$ cat config.mk
export PLATFORM = sky130hd
export DESIGN_NAME = udsc_status_clock
export DESIGN_NICKNAME = d
export VERILOG_FILES = /design/src/include/udsc_pkg.sv /design/src/verilog/udsc_skid_buf.sv /design/src/verilog/udsc_status_clock.sv
export SDC_FILE = /design/constraint.sdc
export NUM_CORES = 1
export LEC_CHECK = 0
export ABC_AREA = 1
export BUFFER_PORTS_ARGS = -buffer_cell sky130_fd_sc_hd__buf_2
export CORE_MARGIN = 2
export CORE_UTILIZATION = 54
export CTS_CLUSTER_SIZE = 20
export DETAILED_ROUTE_END_ITERATION = 10
export PLACE_DENSITY = 0.86
export SYNTH_ARGS = -nofsm -noshare
export SYNTH_HDL_FRONTEND = slang
export SYNTH_SLANG_ARGS = --single-unit
$ cat constraint.sdc
create_clock -name clock -period 1.9 [get_ports clock]
set_clock_uncertainty 0.1 [all_clocks]
set_input_delay 0.38 -clock clock [delete_from_list [all_inputs] [get_ports clock]]
set_output_delay 0.38 -clock clock [all_outputs]
set_load 0.02 [all_outputs]
$ cat src/include/udsc_pkg.sv
package udsc_pkg;

  ////////////////////////////////////////////////////////////////////////////
  // Register addresses
  localparam logic [15:0] ADDR_RX_ERR_STATUS  = 16'hFF53;
  localparam logic [15:0] ADDR_TX_BUF_STATUS  = 16'hFF55;
  localparam logic [15:0] ADDR_BASE_CLK_SEL   = 16'hFF56;
  localparam logic [15:0] ADDR_ASYNC_RX_BUF   = 16'hFF52;
  localparam logic [15:0] ADDR_LIGHT_RX_BUF   = 16'hFF59;
  localparam logic [15:0] ADDR_TX_BUF         = 16'hFF54;

  ////////////////////////////////////////////////////////////////////////////
  // Field positions
  localparam int unsigned BIT_MFE  = 7;
  localparam int unsigned BIT_PE   = 2;
  localparam int unsigned BIT_FE   = 1;
  localparam int unsigned BIT_OVE  = 0;
  localparam int unsigned BIT_TXBF = 1;
  localparam int unsigned BIT_TXSF = 0;

  ////////////////////////////////////////////////////////////////////////////
  // Reset values and codes
  localparam logic [7:0] RST_RX_ERR_STATUS = 8'h00;
  localparam logic [7:0] RST_TX_BUF_STATUS = 8'h00;
  localparam logic [3:0] RST_BASE_CLK_SEL  = 4'h0;
  localparam logic [3:0] BCS_MAX_CODE      = 4'hA;
  localparam int unsigned PRESCALE_W       = 10;
  localparam logic [1:0] PAR_NONE = 2'b00;
  localparam logic [1:0] PAR_ZERO = 2'b01;
  localparam logic [1:0] PAR_ODD  = 2'b10;
  localparam logic [1:0] PAR_EVEN = 2'b11;

  typedef enum logic [0:0] {
    UDSC_RD_IDLE = 1'b0,
    UDSC_RD_WAIT = 1'b1
  } udsc_rd_t;

endpackage

$ cat src/verilog/udsc_skid_buf.sv
`timescale 1ns/1ps
`default_nettype none

module udsc_skid_buf #(
  parameter int unsigned W = 8
) (
  input  wire logic         clock,
  input  wire logic         rstn,
  input  wire logic         flush,
  input  wire logic         in_valid,
  output logic              in_ready,
  input  wire logic [W-1:0] in_data,
  output logic              out_valid,
  input  wire logic         out_ready,
  output logic [W-1:0]      out_data
);

  logic         out_valid_q;
  logic [W-1:0] out_data_q;
  logic         skid_valid_q;
  logic [W-1:0] skid_data_q;
  wire          push = in_valid && !skid_valid_q;
  wire          pop  = out_valid_q && out_ready;

  ////////////////////////////////////////////////////////////////////////////
  // Two entries: ready is a flop, so a stall never breaks a combinational path
  always_ff @(posedge clock) begin
    if (!rstn || flush) begin
      out_valid_q  <= 1'b0;
      skid_valid_q <= 1'b0;
      out_data_q   <= '0;
      skid_data_q  <= '0;
    end else begin
      if (!out_valid_q || pop) begin
        out_valid_q <= skid_valid_q || push;
        out_data_q  <= skid_valid_q ? skid_data_q : in_data;
        if (skid_valid_q) begin
          skid_valid_q <= push;
          skid_data_q  <= in_data;
        end
      end else if (push) begin
        skid_valid_q <= 1'b1;
        skid_data_q  <= in_data;
      end
    end
  end

  assign in_ready  = !skid_valid_q;
  assign out_valid = out_valid_q;
  assign out_data  = out_data_q;

endmodule // udsc_skid_buf

`default_nettype wire

$ cat src/verilog/udsc_status_clock.sv
// Operation
// - Error status clears to zero on reset, power off or receive disable.
// - Each error flag clears on status read and while power or receive is off.
// - Asynchronous mode: Manchester error flag reads zero.
// - Lighting mode: parity error flag reads zero.
// - Undecodable lighting symbol sets Manchester error, bit 7.
// - Parity mismatch on asynchronous completion sets bit 2, per parity mode.
// - Missing stop bit on completion sets framing error, bit 1.
// - Only the first stop bit is examined.
// - Completion with previous character unread sets overrun, bit 0.
// - On overrun the new character is dropped, buffers keep old content.
// - Status read takes one wait cycle; not while peripheral clock stopped.
// - Transmit status clears on reset, power off or transmit disable.
// - Buffer-full sets on buffer write, clears on move into shifter unless a second word waits in the buffer.
// - Shift-busy sets on move, clears at end with no next data.
// - Lighting mode: both transmit flags read zero.
// - Clock select code n picks peripheral clock over 2^n, n 0..10.
// - Rewriting clock select with same value has no effect.
// - Power off stops the prescaler and clears status and buffers.
// - Mode bit zero selects asynchronous, one lighting; resets to zero.
`timescale 1ns/1ps
`default_nettype none

module udsc_status_clock
  import udsc_pkg::*;
#(
  parameter int unsigned DW = 8
) (
  input  wire logic          clock,
  input  wire logic          rstn,
  input  wire logic          interface_power_bit,
  input  wire logic          receive_enable_bit,
  input  wire logic          transmit_enable_bit,
  input  wire logic          lighting_mode_select,
  input  wire logic          parity_mode_hi,
  input  wire logic          parity_mode_lo,
  input  wire logic          char_len_8,
  input  wire logic          rx_done,
  input  wire logic [DW-1:0] rx_char,
  input  wire logic          rx_parity_in,
  input  wire logic          rx_stop_in,
  input  wire logic          rx_symbol_err,
  output logic               tx_valid,
  output logic [DW-1:0]      tx_data,
  input  wire logic          tx_ready,
  input  wire logic          tx_end,
  input  wire logic [15:0]   cpu_addr,
  input  wire logic          cpu_rd,
  input  wire logic          cpu_wr,
  input  wire logic [7:0]    cpu_wdata,
  output logic [7:0]         cpu_rdata,
  output logic               cpu_rdy,
  output logic               rx_char_pending,
  output logic               base_clock_tick
);

  ////////////////////////////////////////////////////////////////////////////
  // State
  udsc_rd_t            rd_state_q;
  logic [7:0]          err_q;
  logic                unread_q;
  logic [DW-1:0]       async_buf_q;
  logic [DW-1:0]       light_buf_q;
  logic                busy_q;
  logic [3:0]          bcs_q;
  logic [PRESCALE_W-1:0] div_cnt_q;
  logic                tick_q;
  logic [7:0]          rdata_q;
  logic                rdy_q;

  ////////////////////////////////////////////////////////////////////////////
  // Enables and decode
  wire rx_on  = interface_power_bit && receive_enable_bit;
  wire tx_on  = interface_power_bit && transmit_enable_bit;
  wire light  = lighting_mode_select;
  wire [1:0] par_mode = {parity_mode_hi, parity_mode_lo};

  wire rd_take    = cpu_rd && (rd_state_q == UDSC_RD_IDLE);
  wire rd_status  = rd_take && (cpu_addr == ADDR_RX_ERR_STATUS);
  wire rd_abuf    = rd_take && (cpu_addr == ADDR_ASYNC_RX_BUF);
  wire rd_lbuf    = rd_take && (cpu_addr == ADDR_LIGHT_RX_BUF);
  wire wr_bcs     = cpu_wr && (cpu_addr == ADDR_BASE_CLK_SEL);
  wire wr_txb     = cpu_wr && (cpu_addr == ADDR_TX_BUF) && tx_on;
  wire status_clr = (rd_state_q == UDSC_RD_WAIT);

  ////////////////////////////////////////////////////////////////////////////
  // Receive error events
  wire [DW-1:0] char_mask = char_len_8 ? {DW{1'b1}} : {1'b0, {(DW-1){1'b1}}};
  wire par_sum  = ^(rx_char & char_mask) ^ rx_parity_in;
  // Zero parity is taken but never judged
  wire par_bad  = ((par_mode == PAR_ODD) && !par_sum) ||
                  ((par_mode == PAR_EVEN) && par_sum);
  wire rx_evt   = rx_on && rx_done;
  wire ev_mfe   = rx_evt && light && rx_symbol_err;
  wire ev_pe    = rx_evt && !light && par_bad;
  wire ev_fe    = rx_evt && !rx_stop_in;
  wire ev_ove   = rx_evt && unread_q;
  wire store    = rx_evt && !unread_q;

  wire [7:0] err_set = 8'(ev_mfe) << BIT_MFE | 8'(ev_pe) << BIT_PE |
                       8'(ev_fe) << BIT_FE | 8'(ev_ove) << BIT_OVE;
  wire [7:0] err_clr = status_clr ? err_q : 8'h00;
  // An event landing in the clear cycle survives
  wire [7:0] err_d   = rx_on ? ((err_q & ~err_clr) | err_set) : RST_RX_ERR_STATUS;

  ////////////////////////////////////////////////////////////////////////////
  // Read views, masked by mode
  wire [7:0] status_view;
  assign status_view[BIT_MFE]   = err_q[BIT_MFE] && light;
  assign status_view[6:3]       = 4'h0;
  assign status_view[BIT_PE]    = err_q[BIT_PE] && !light;
  assign status_view[BIT_FE]    = err_q[BIT_FE];
  assign status_view[BIT_OVE]   = err_q[BIT_OVE];

  wire       tx_bf      = tx_valid;
  wire [7:0] txstat_view = {6'h00, tx_bf && !light, busy_q && !light};

  wire [7:0] rd_mux =
      (cpu_addr == ADDR_TX_BUF_STATUS) ? txstat_view :
      (cpu_addr == ADDR_BASE_CLK_SEL)  ? {4'h0, bcs_q} :
      (cpu_addr == ADDR_ASYNC_RX_BUF)  ? 8'(async_buf_q) :
      (cpu_addr == ADDR_LIGHT_RX_BUF)  ? 8'(light_buf_q) : 8'h00;

  ////////////////////////////////////////////////////////////////////////////
  // Register read port: status read costs one wait cycle
  always_ff @(posedge clock) begin
    if (!rstn) begin
      rd_state_q <= UDSC_RD_IDLE;
      rdata_q    <= 8'h00;
      rdy_q      <= 1'b0;
    end else begin
      unique case (rd_state_q)
        UDSC_RD_IDLE: begin
          rdy_q   <= cpu_rd && !rd_status;
          rdata_q <= cpu_rd ? rd_mux : 8'h00;
          if (rd_status) begin
            rd_state_q <= UDSC_RD_WAIT;
          end
        end
        UDSC_RD_WAIT: begin
          rdy_q      <= 1'b1;
          rdata_q    <= status_view;
          rd_state_q <= UDSC_RD_IDLE;
        end
      endcase
    end
  end

  ////////////////////////////////////////////////////////////////////////////
  // Error flags and receive buffers
  always_ff @(posedge clock) begin
    if (!rstn) begin
      err_q <= RST_RX_ERR_STATUS;
    end else begin
      err_q <= err_d;
    end
  end

  // Power or receive disable empties the buffers as well
  always_ff @(posedge clock) begin
    if (!rstn || !rx_on) begin
      unread_q    <= 1'b0;
      async_buf_q <= '0;
      light_buf_q <= '0;
    end else begin
      unread_q <= store || (unread_q && !(rd_abuf || rd_lbuf));
      if (store && !light) begin
        async_buf_q <= rx_char & char_mask;
      end
      if (store && light) begin
        light_buf_q <= rx_char;
      end
    end
  end

  ////////////////////////////////////////////////////////////////////////////
  // Transmit path: buffer then shifter handshake
  wire tx_in_ready;
  wire tx_take = tx_valid && tx_ready;

  udsc_skid_buf #(
    .W (DW)
  ) u_txbuf (
    .clock     (clock),
    .rstn      (rstn),
    .flush     (!tx_on),
    .in_valid  (wr_txb),
    .in_ready  (tx_in_ready),
    .in_data   (DW'(cpu_wdata)),
    .out_valid (tx_valid),
    .out_ready (tx_ready),
    .out_data  (tx_data)
  );

  // Load into shifter wins over the end of the previous word
  always_ff @(posedge clock) begin
    if (!rstn || !tx_on) begin
      busy_q <= 1'b0;
    end else if (tx_take) begin
      busy_q <= 1'b1;
    end else if (tx_end) begin
      busy_q <= 1'b0;
    end
  end

  ////////////////////////////////////////////////////////////////////////////
  // Base clock select and prescaler
  // Writes always land; the counter is not restarted, so a refresh is harmless
  always_ff @(posedge clock) begin
    if (!rstn) begin
      bcs_q <= RST_BASE_CLK_SEL;
    end else if (wr_bcs) begin
      bcs_q <= cpu_wdata[3:0];
    end
  end

  wire [PRESCALE_W-1:0] div_mask =
      PRESCALE_W'((32'h1 << bcs_q) - 32'h1);
  wire code_ok  = (bcs_q <= BCS_MAX_CODE);
  wire tick_d   = interface_power_bit && code_ok &&
                  ((div_cnt_q & div_mask) == div_mask);

  always_ff @(posedge clock) begin
    if (!rstn || !interface_power_bit) begin
      div_cnt_q <= '0;
      tick_q    <= 1'b0;
    end else begin
      div_cnt_q <= div_cnt_q + PRESCALE_W'(1);
      tick_q    <= tick_d;
    end
  end

  ////////////////////////////////////////////////////////////////////////////
  // Outputs
  assign cpu_rdata       = rdata_q;
  assign cpu_rdy         = rdy_q;
  assign rx_char_pending = unread_q;
  assign base_clock_tick = tick_q;

  ////////////////////////////////////////////////////////////////////////////
  // Checks
  property p_rx_off_clears;
    @(posedge clock) disable iff (!rstn)
    !rx_on |=> (err_q == 8'h00) && !unread_q;
  endproperty
  a_rx_off_clears: assert property (p_rx_off_clears)
    else $error("error status not cleared while receive off");

  property p_read_clears;
    @(posedge clock) disable iff (!rstn)
    (rd_status && rx_on) ##1 (!rx_done && rx_on) |=> (err_q == 8'h00);
  endproperty
  a_read_clears: assert property (p_read_clears)
    else $error("error flags survived a status read");

  property p_status_wait;
    @(posedge clock) disable iff (!rstn)
    rd_status |=> !cpu_rdy ##1 cpu_rdy;
  endproperty
  a_status_wait: assert property (p_status_wait)
    else $error("status read did not take exactly one wait cycle");

  property p_mode_masks;
    @(posedge clock) disable iff (!rstn)
    ((rd_state_q == UDSC_RD_WAIT) && light |=> !cpu_rdata[BIT_PE]) and
    ((rd_state_q == UDSC_RD_WAIT) && !light |=> !cpu_rdata[BIT_MFE]);
  endproperty
  a_mode_masks: assert property (p_mode_masks)
    else $error("inactive error flag visible");

  property p_mfe_set;
    @(posedge clock) disable iff (!rstn)
    rx_on && light && rx_done && rx_symbol_err ##1 rx_on |-> err_q[BIT_MFE];
  endproperty
  a_mfe_set: assert property (p_mfe_set)
    else $error("Manchester error not flagged");

  property p_pe_set;
    @(posedge clock) disable iff (!rstn)
    rx_on && !light && rx_done && char_len_8 && (par_mode == PAR_EVEN) &&
    (^{rx_char, rx_parity_in}) ##1 rx_on |-> err_q[BIT_PE];
  endproperty
  a_pe_set: assert property (p_pe_set)
    else $error("even parity mismatch not flagged");

  property p_fe_set;
    @(posedge clock) disable iff (!rstn)
    rx_on && rx_done && !rx_stop_in ##1 rx_on |-> err_q[BIT_FE];
  endproperty
  a_fe_set: assert property (p_fe_set)
    else $error("missing stop bit not flagged");

  property p_overrun;
    @(posedge clock) disable iff (!rstn)
    rx_on && rx_done && unread_q ##1 rx_on |->
      err_q[BIT_OVE] && $stable(async_buf_q) && $stable(light_buf_q);
  endproperty
  a_overrun: assert property (p_overrun)
    else $error("overrun not flagged or buffer overwritten");

  property p_tx_off;
    @(posedge clock) disable iff (!rstn)
    !tx_on |=> !busy_q && !tx_valid;
  endproperty
  a_tx_off: assert property (p_tx_off)
    else $error("transmit status not cleared");

  property p_bf_set;
    @(posedge clock) disable iff (!rstn)
    wr_txb && tx_in_ready && !tx_valid ##1 tx_on |-> tx_valid;
  endproperty
  a_bf_set: assert property (p_bf_set)
    else $error("buffer-full not set after write");

  property p_busy;
    @(posedge clock) disable iff (!rstn)
    tx_take ##1 tx_on |-> busy_q;
  endproperty
  a_busy: assert property (p_busy)
    else $error("shift-busy not set on load");

  property p_tick;
    @(posedge clock) disable iff (!rstn)
    interface_power_bit && (bcs_q == 4'h0) |=> base_clock_tick;
  endproperty
  a_tick: assert property (p_tick)
    else $error("undivided base clock missed a tick");

  property p_bad_code;
    @(posedge clock) disable iff (!rstn)
    (bcs_q > BCS_MAX_CODE) |=> !base_clock_tick;
  endproperty
  a_bad_code: assert property (p_bad_code)
    else $error("prohibited code produced a tick");

endmodule // udsc_status_clock

`default_nettype wire

After elaboration in Yosys (flattened, before gate mapping) --
Cells that the tools add are included. Widths: inputs -> output; s select.
Cells by class: $add $sub $neg 2, multiply operators 0, divide/modulo/power cells 0, magnitude comparators 1, eq/ne operators 10, shifts and indexed selects 1, muxes and demuxes 20, bitwise gates (word level) 10, reduce and logical (&&, ||, !) cells 56
Operator list (number):
- $eq 16x16->1 const B | 6
- $mux 8 | 11
- $logic_and 1x1->1 | 31
- $and 8x8->8 | 2
- $pmux 8 s2 | 1
- $logic_not 1->1 | 12
- $add 10x1->10 const B | 1
- $and 10x10->10 | 1
- $eq 10x10->1 | 1
- $shl 1x4->10 const A | 1
- $sub 10x1->10 const B | 1
- $logic_or 1x1->1 | 8
- $not 8->8 | 1
- $or 8x1->8 | 1
- $or 8x2->8 | 1
- $or 8x3->8 | 1
- $or 8x8->8 | 1
- $reduce_xor 8->1 | 1
- $mux 1 | 6
- $eq 2x2->1 const B | 2
- $le 4x4->1 const B | 1
- $pmux 1 s2 | 2
- $reduce_and 2->1 | 2
- $reduce_bool 2->1 | 2
- other kinds (3) | 3
Storage, ports and cells: register bits after elaboration 69, bits in latches 0, bits in writable memories 0, bits in read-only memories 0, input port bits 49, logic and storage cells 115, memories kept 0

Longest topological paths before layout --
depth in word-level cells 12, depth in mapped cells 11

By module --
Synthesis repeated with hierarchy kept, for this count alone.
Unflattened totals: cells, all modules 444, area total of the unflattened synthesis 3144.3 µm²
By module, submodules not included:
- udsc_status_clock | times used 1, cells each 332, area each 2339.7 µm², seq. area each 940.9 µm²
- udsc_skid_buf | times used 1, cells each 112, area each 804.5 µm², seq. area each 360.3 µm²

Worst setup path before layout --
OpenSTA, ideal clock, no wires.
path kind reg2reg, start point register bcs_q[1], end point register tick_q, in the netlist base_clock_tick, arrival time 1.242 ns, data required time 1.682 ns, path slack 0.440 ns, cell stages (with the launch flop) 12, path buffers 0, period minus slack after synthesis 1.460 ns, cells stage by stage dfxtp_1 nor2_1 nand2_1 nor2_1 inv_1 ha_1 inv_1 nor2_1 a21oi_1 o21ai_0 o211ai_1 nor2_1
On the way: word-level cells in the longest chain between the ends 5, elaborated cells between the ends (all ways) 7
Ends and longest elaborated chain:
- start, declared | line udsc_status_clock.sv:65 | logic [3:0] bcs_q;
- start signal, assigned | line udsc_status_clock.sv:213 | bcs_q <= cpu_wdata[3:0];
- $shl 1x4->10 | line udsc_status_clock.sv:218 | PRESCALE_W'((32'h1 << bcs_q) - 32'h1);
- $sub 10x1->10 | line udsc_status_clock.sv:218
- $and 10x10->10 | line udsc_status_clock.sv:221 | ((div_cnt_q & div_mask) == div_mask);
- $eq 10x10->1 | line udsc_status_clock.sv:221
- $logic_and 1x1->1 (*) | line udsc_status_clock.sv:220 | wire tick_d = interface_power_bit && code_ok &&
- end signal, assigned | line udsc_status_clock.sv:229 | tick_q <= tick_d;
- end, declared | line udsc_status_clock.sv:67 | logic tick_q;
Mark *: on every way between the ends. The rest lies on a longest branch, timed or not. A chain may end at the register's enable or synchronous reset.

Final worst setup path --
start point register bcs_q[2], end point register tick_q, in the netlist base_clock_tick
The elaborated chain is that of the path after synthesis.

==> out/metrics.yaml <==
io_pins: 69
cp-startpoint: "bcs_q[2]"
gp_congestion: 0.862
p_comb_share_pct: 8.1
crit_arrival_ns: 1.84
grt_pass1_wl_um: 12600
cts-resized-gates: 0
final_common_cell: "nor2_1"
irDropWorstVdd_mv: 0.592
clk_pin_slew_worst_paths_ns: 0.08
tns_ns: 0
numPortBuffers: 68
coreArea_um2: 5510
core.rowCount: 27
n_antenna_cell: 0
final_layout_size_suffix_gt1_share_pct: 22.1
clock_latency_ns: 0.36
cts_buffers: 9
grt_overflow_total: 0
clockPowerShare_pct: 43.6
dieArea_um2: 6320
cts_setup_buffers: 0
layout_common_cells: "nor2_1 (80), nand2_1 (78), buf_2 (68), dfxtp_1 (65), o21ai_0 (45)"
syn2layout_area_growth_pct: 20.7
first_pass_iters: 5
antenna_found_initial: 0
final_core_util_pct: 67.5
ctsHoldBuffers: 0
wl_per_cell_um: 13.0
htreeDepth: 3
r2r-end: "base_clock_tick"
grtUsageTotal_pct: 25.8
yosysUniqueCellTypes: 35
rsz0062_at_grt: "no"
grt_pass1_vias: 2847
power_switching_w: 0.000714
r2r_slack_ns: 0.21
worst_r2r_path_depth: 11
synthCells: 434
cts_root_buf: "clkbuf_8"
syn-cell-area_um2: 3080
switching_share_pct: 25.0
drtAntennaViolNets: 0
fin_cells: 587
ys_seq_area_share_pct: 42.3
drc_errors: 0
async_reset_ff_share_pct: 0
grt_max_degree: 18
drt_iter0_drc: 329
synth_edf_count: 0
worstHoldPathType: "in -> reg"
outcome: "finished clean"
timing.rr.start: "bcs_q[2]"
cts_sinks: 65
finalSetupViolCount: 0
syn-num-nets: 485
cts_buffer_depth: 2
worstPathRequired_ns: 2.05
period_share_pct: 89.0
power_density_nw_per_um2: 769
cts_tree: "done"
endpoint: "base_clock_tick"
ys.flop_type: "dfxtp_1"
place_inst: 571
path_max_fanout: 6
period_minus_slack_ns: 1.69
worst_setup_path_start_kind: "register"
die_w_um: 79.5
worstMarginPinSlew_ns: 0.377
max_freq_mhz: 592
dieHeight_um: 79.5
start_util_pct: 55.9
seqPwrFrac_pct: 48.3
routed_wl_um: 7630
power_leakage_nw: 1.60
hold_violations: 0
power.internal_w: 0.00214
yosys_warnings: 0
nets: 561
dp_hpwl_um: 5500
via_per_inst: 5.35
via_count: 3143
relSlewSlack_pct: 74.6
critPathKind: "reg -> reg"
end_kind: "register"
ys_seq_elements: 65
synth_area_per_cell_um2: 7.09
maxCapViolCount: 0
final_max_slew_viol_count: 0
layer usage:
layer  vias to the layer above  GRT usage, %  wire length (µm)
li1                       1583             -                 -
met1                      1406          33.2              3420
met2                       133          39.8              3440
met3                        21          6.11               550
met4                         0          14.1               221
met5                         -             0                 0
final cells by class:
class,instances,area [µm²]
clock inverters,5,62.6
flip-flops and latches,65,1300
repair buffers,71,363
well taps,72,90.1
multi-input cells,316,1560
fillers,458,1790
clock buffers,11,151
inverters,47,183
cell usage after synthesis (2+ instances only):
library cell | instances | area, µm²
nor2_1 | 80 | 300
nand2_1 | 78 | 293
dfxtp_1 | 65 | 1300
o21ai_0 | 45 | 225
inv_1 | 41 | 154
a21oi_1 | 26 | 130
nand3_1 | 21 | 105
a31oi_1 | 11 | 68.8
nand4_1 | 9 | 56.3
nand2_2 | 6 | 37.5
nor2_4 | 5 | 56.3
xor2_1 | 5 | 43.8
inv_2 | 4 | 15.0
nor3_1 | 4 | 20.0
buf_2 | 3 | 15.0
nand3_2 | 3 | 30.0
nor2_2 | 3 | 18.8
nor4_1 | 3 | 18.8
xnor2_1 | 3 | 26.3
ha_1 | 2 | 25.0
nand2_4 | 2 | 22.5
o211ai_1 | 2 | 15.0
through the flow:
stage	setup slack [ns]	hold WS, ns	instance area (µm²)	total power, W
final	0.210	0.175	3710	0.00286
after CTS	0.221	0.171	3710	0.00286
after global placement	0.233	0.351	3500	0.00163
after floorplan	0.440	0.330	3080	0.00154
after detailed placement	0.145	0.356	3500	0.00164
after global routing	0.0628	0.186	3710	0.00296
worst min path at each step:
stage	start	end	slack, ns	cells past startpoint
6_report	rx_stop_in	err_q[1]	0.17	4
5_1_grt	tx_end	busy_q	0.19	4
2_1_floorplan	async_buf_q[0]	async_buf_q[0]	0.33	2
3_3_place_gp	async_buf_q[0]	async_buf_q[0]	0.35	2
4_1_cts	tx_end	busy_q	0.17	4
3_5_place_dp	async_buf_q[0]	async_buf_q[0]	0.36	2
flip-flops by register name (all words and copies together) (netlist names):
register / count
bcs_q: 4
rd_state_q: 1
busy_q: 1
u_txbuf.skid_valid_q: 1
div_cnt_q: 10
cpu_rdy: 1
u_txbuf.skid_data_q: 8
rx_char_pending: 1
light_buf_q: 8
base_clock_tick: 1
u_txbuf.out_data: 8
err_q: 4
u_txbuf.out_valid: 1
async_buf_q: 8
cpu_rdata: 8
power groups by stage:
stage | Clock, W | Sequential (W) | Combinational (W)
after floorplan | 0 | 0.00142 | 0.000116
after global placement | 0 | 0.00141 | 0.000220
after detailed placement | 0 | 0.00141 | 0.000225
after CTS | 0.00125 | 0.00138 | 0.000229
after global routing | 0.00132 | 0.00138 | 0.000256
final | 0.00125 | 0.00138 | 0.000232
cells by family after synthesis:
family / Yosys count / share of synthesized area (%)
AOI/OAI and AO/OA: 89 / 15.5
xor gates and xnor gates: 8 / 2.28
adders and majority gates: 2 / 0.813
buffers and inverters: 53 / 6.91
DFF: 65 / 42.3
and+or+nand+nor: 217 / 32.2
worst max-delay path, stage by stage (launching register included):
cell and delay, ns:
dfxtp_1 0.36, inv_1 0.12, nand2_1 0.08, nor2_1 0.15, inv_1 0.06, ha_1 0.18, inv_1 0.08, nor2_1 0.06
a21oi_1 0.12, o21ai_0 0.11, o211ai_1 0.10, nor2_1 0.07
(Power assumes the default switching activity.)
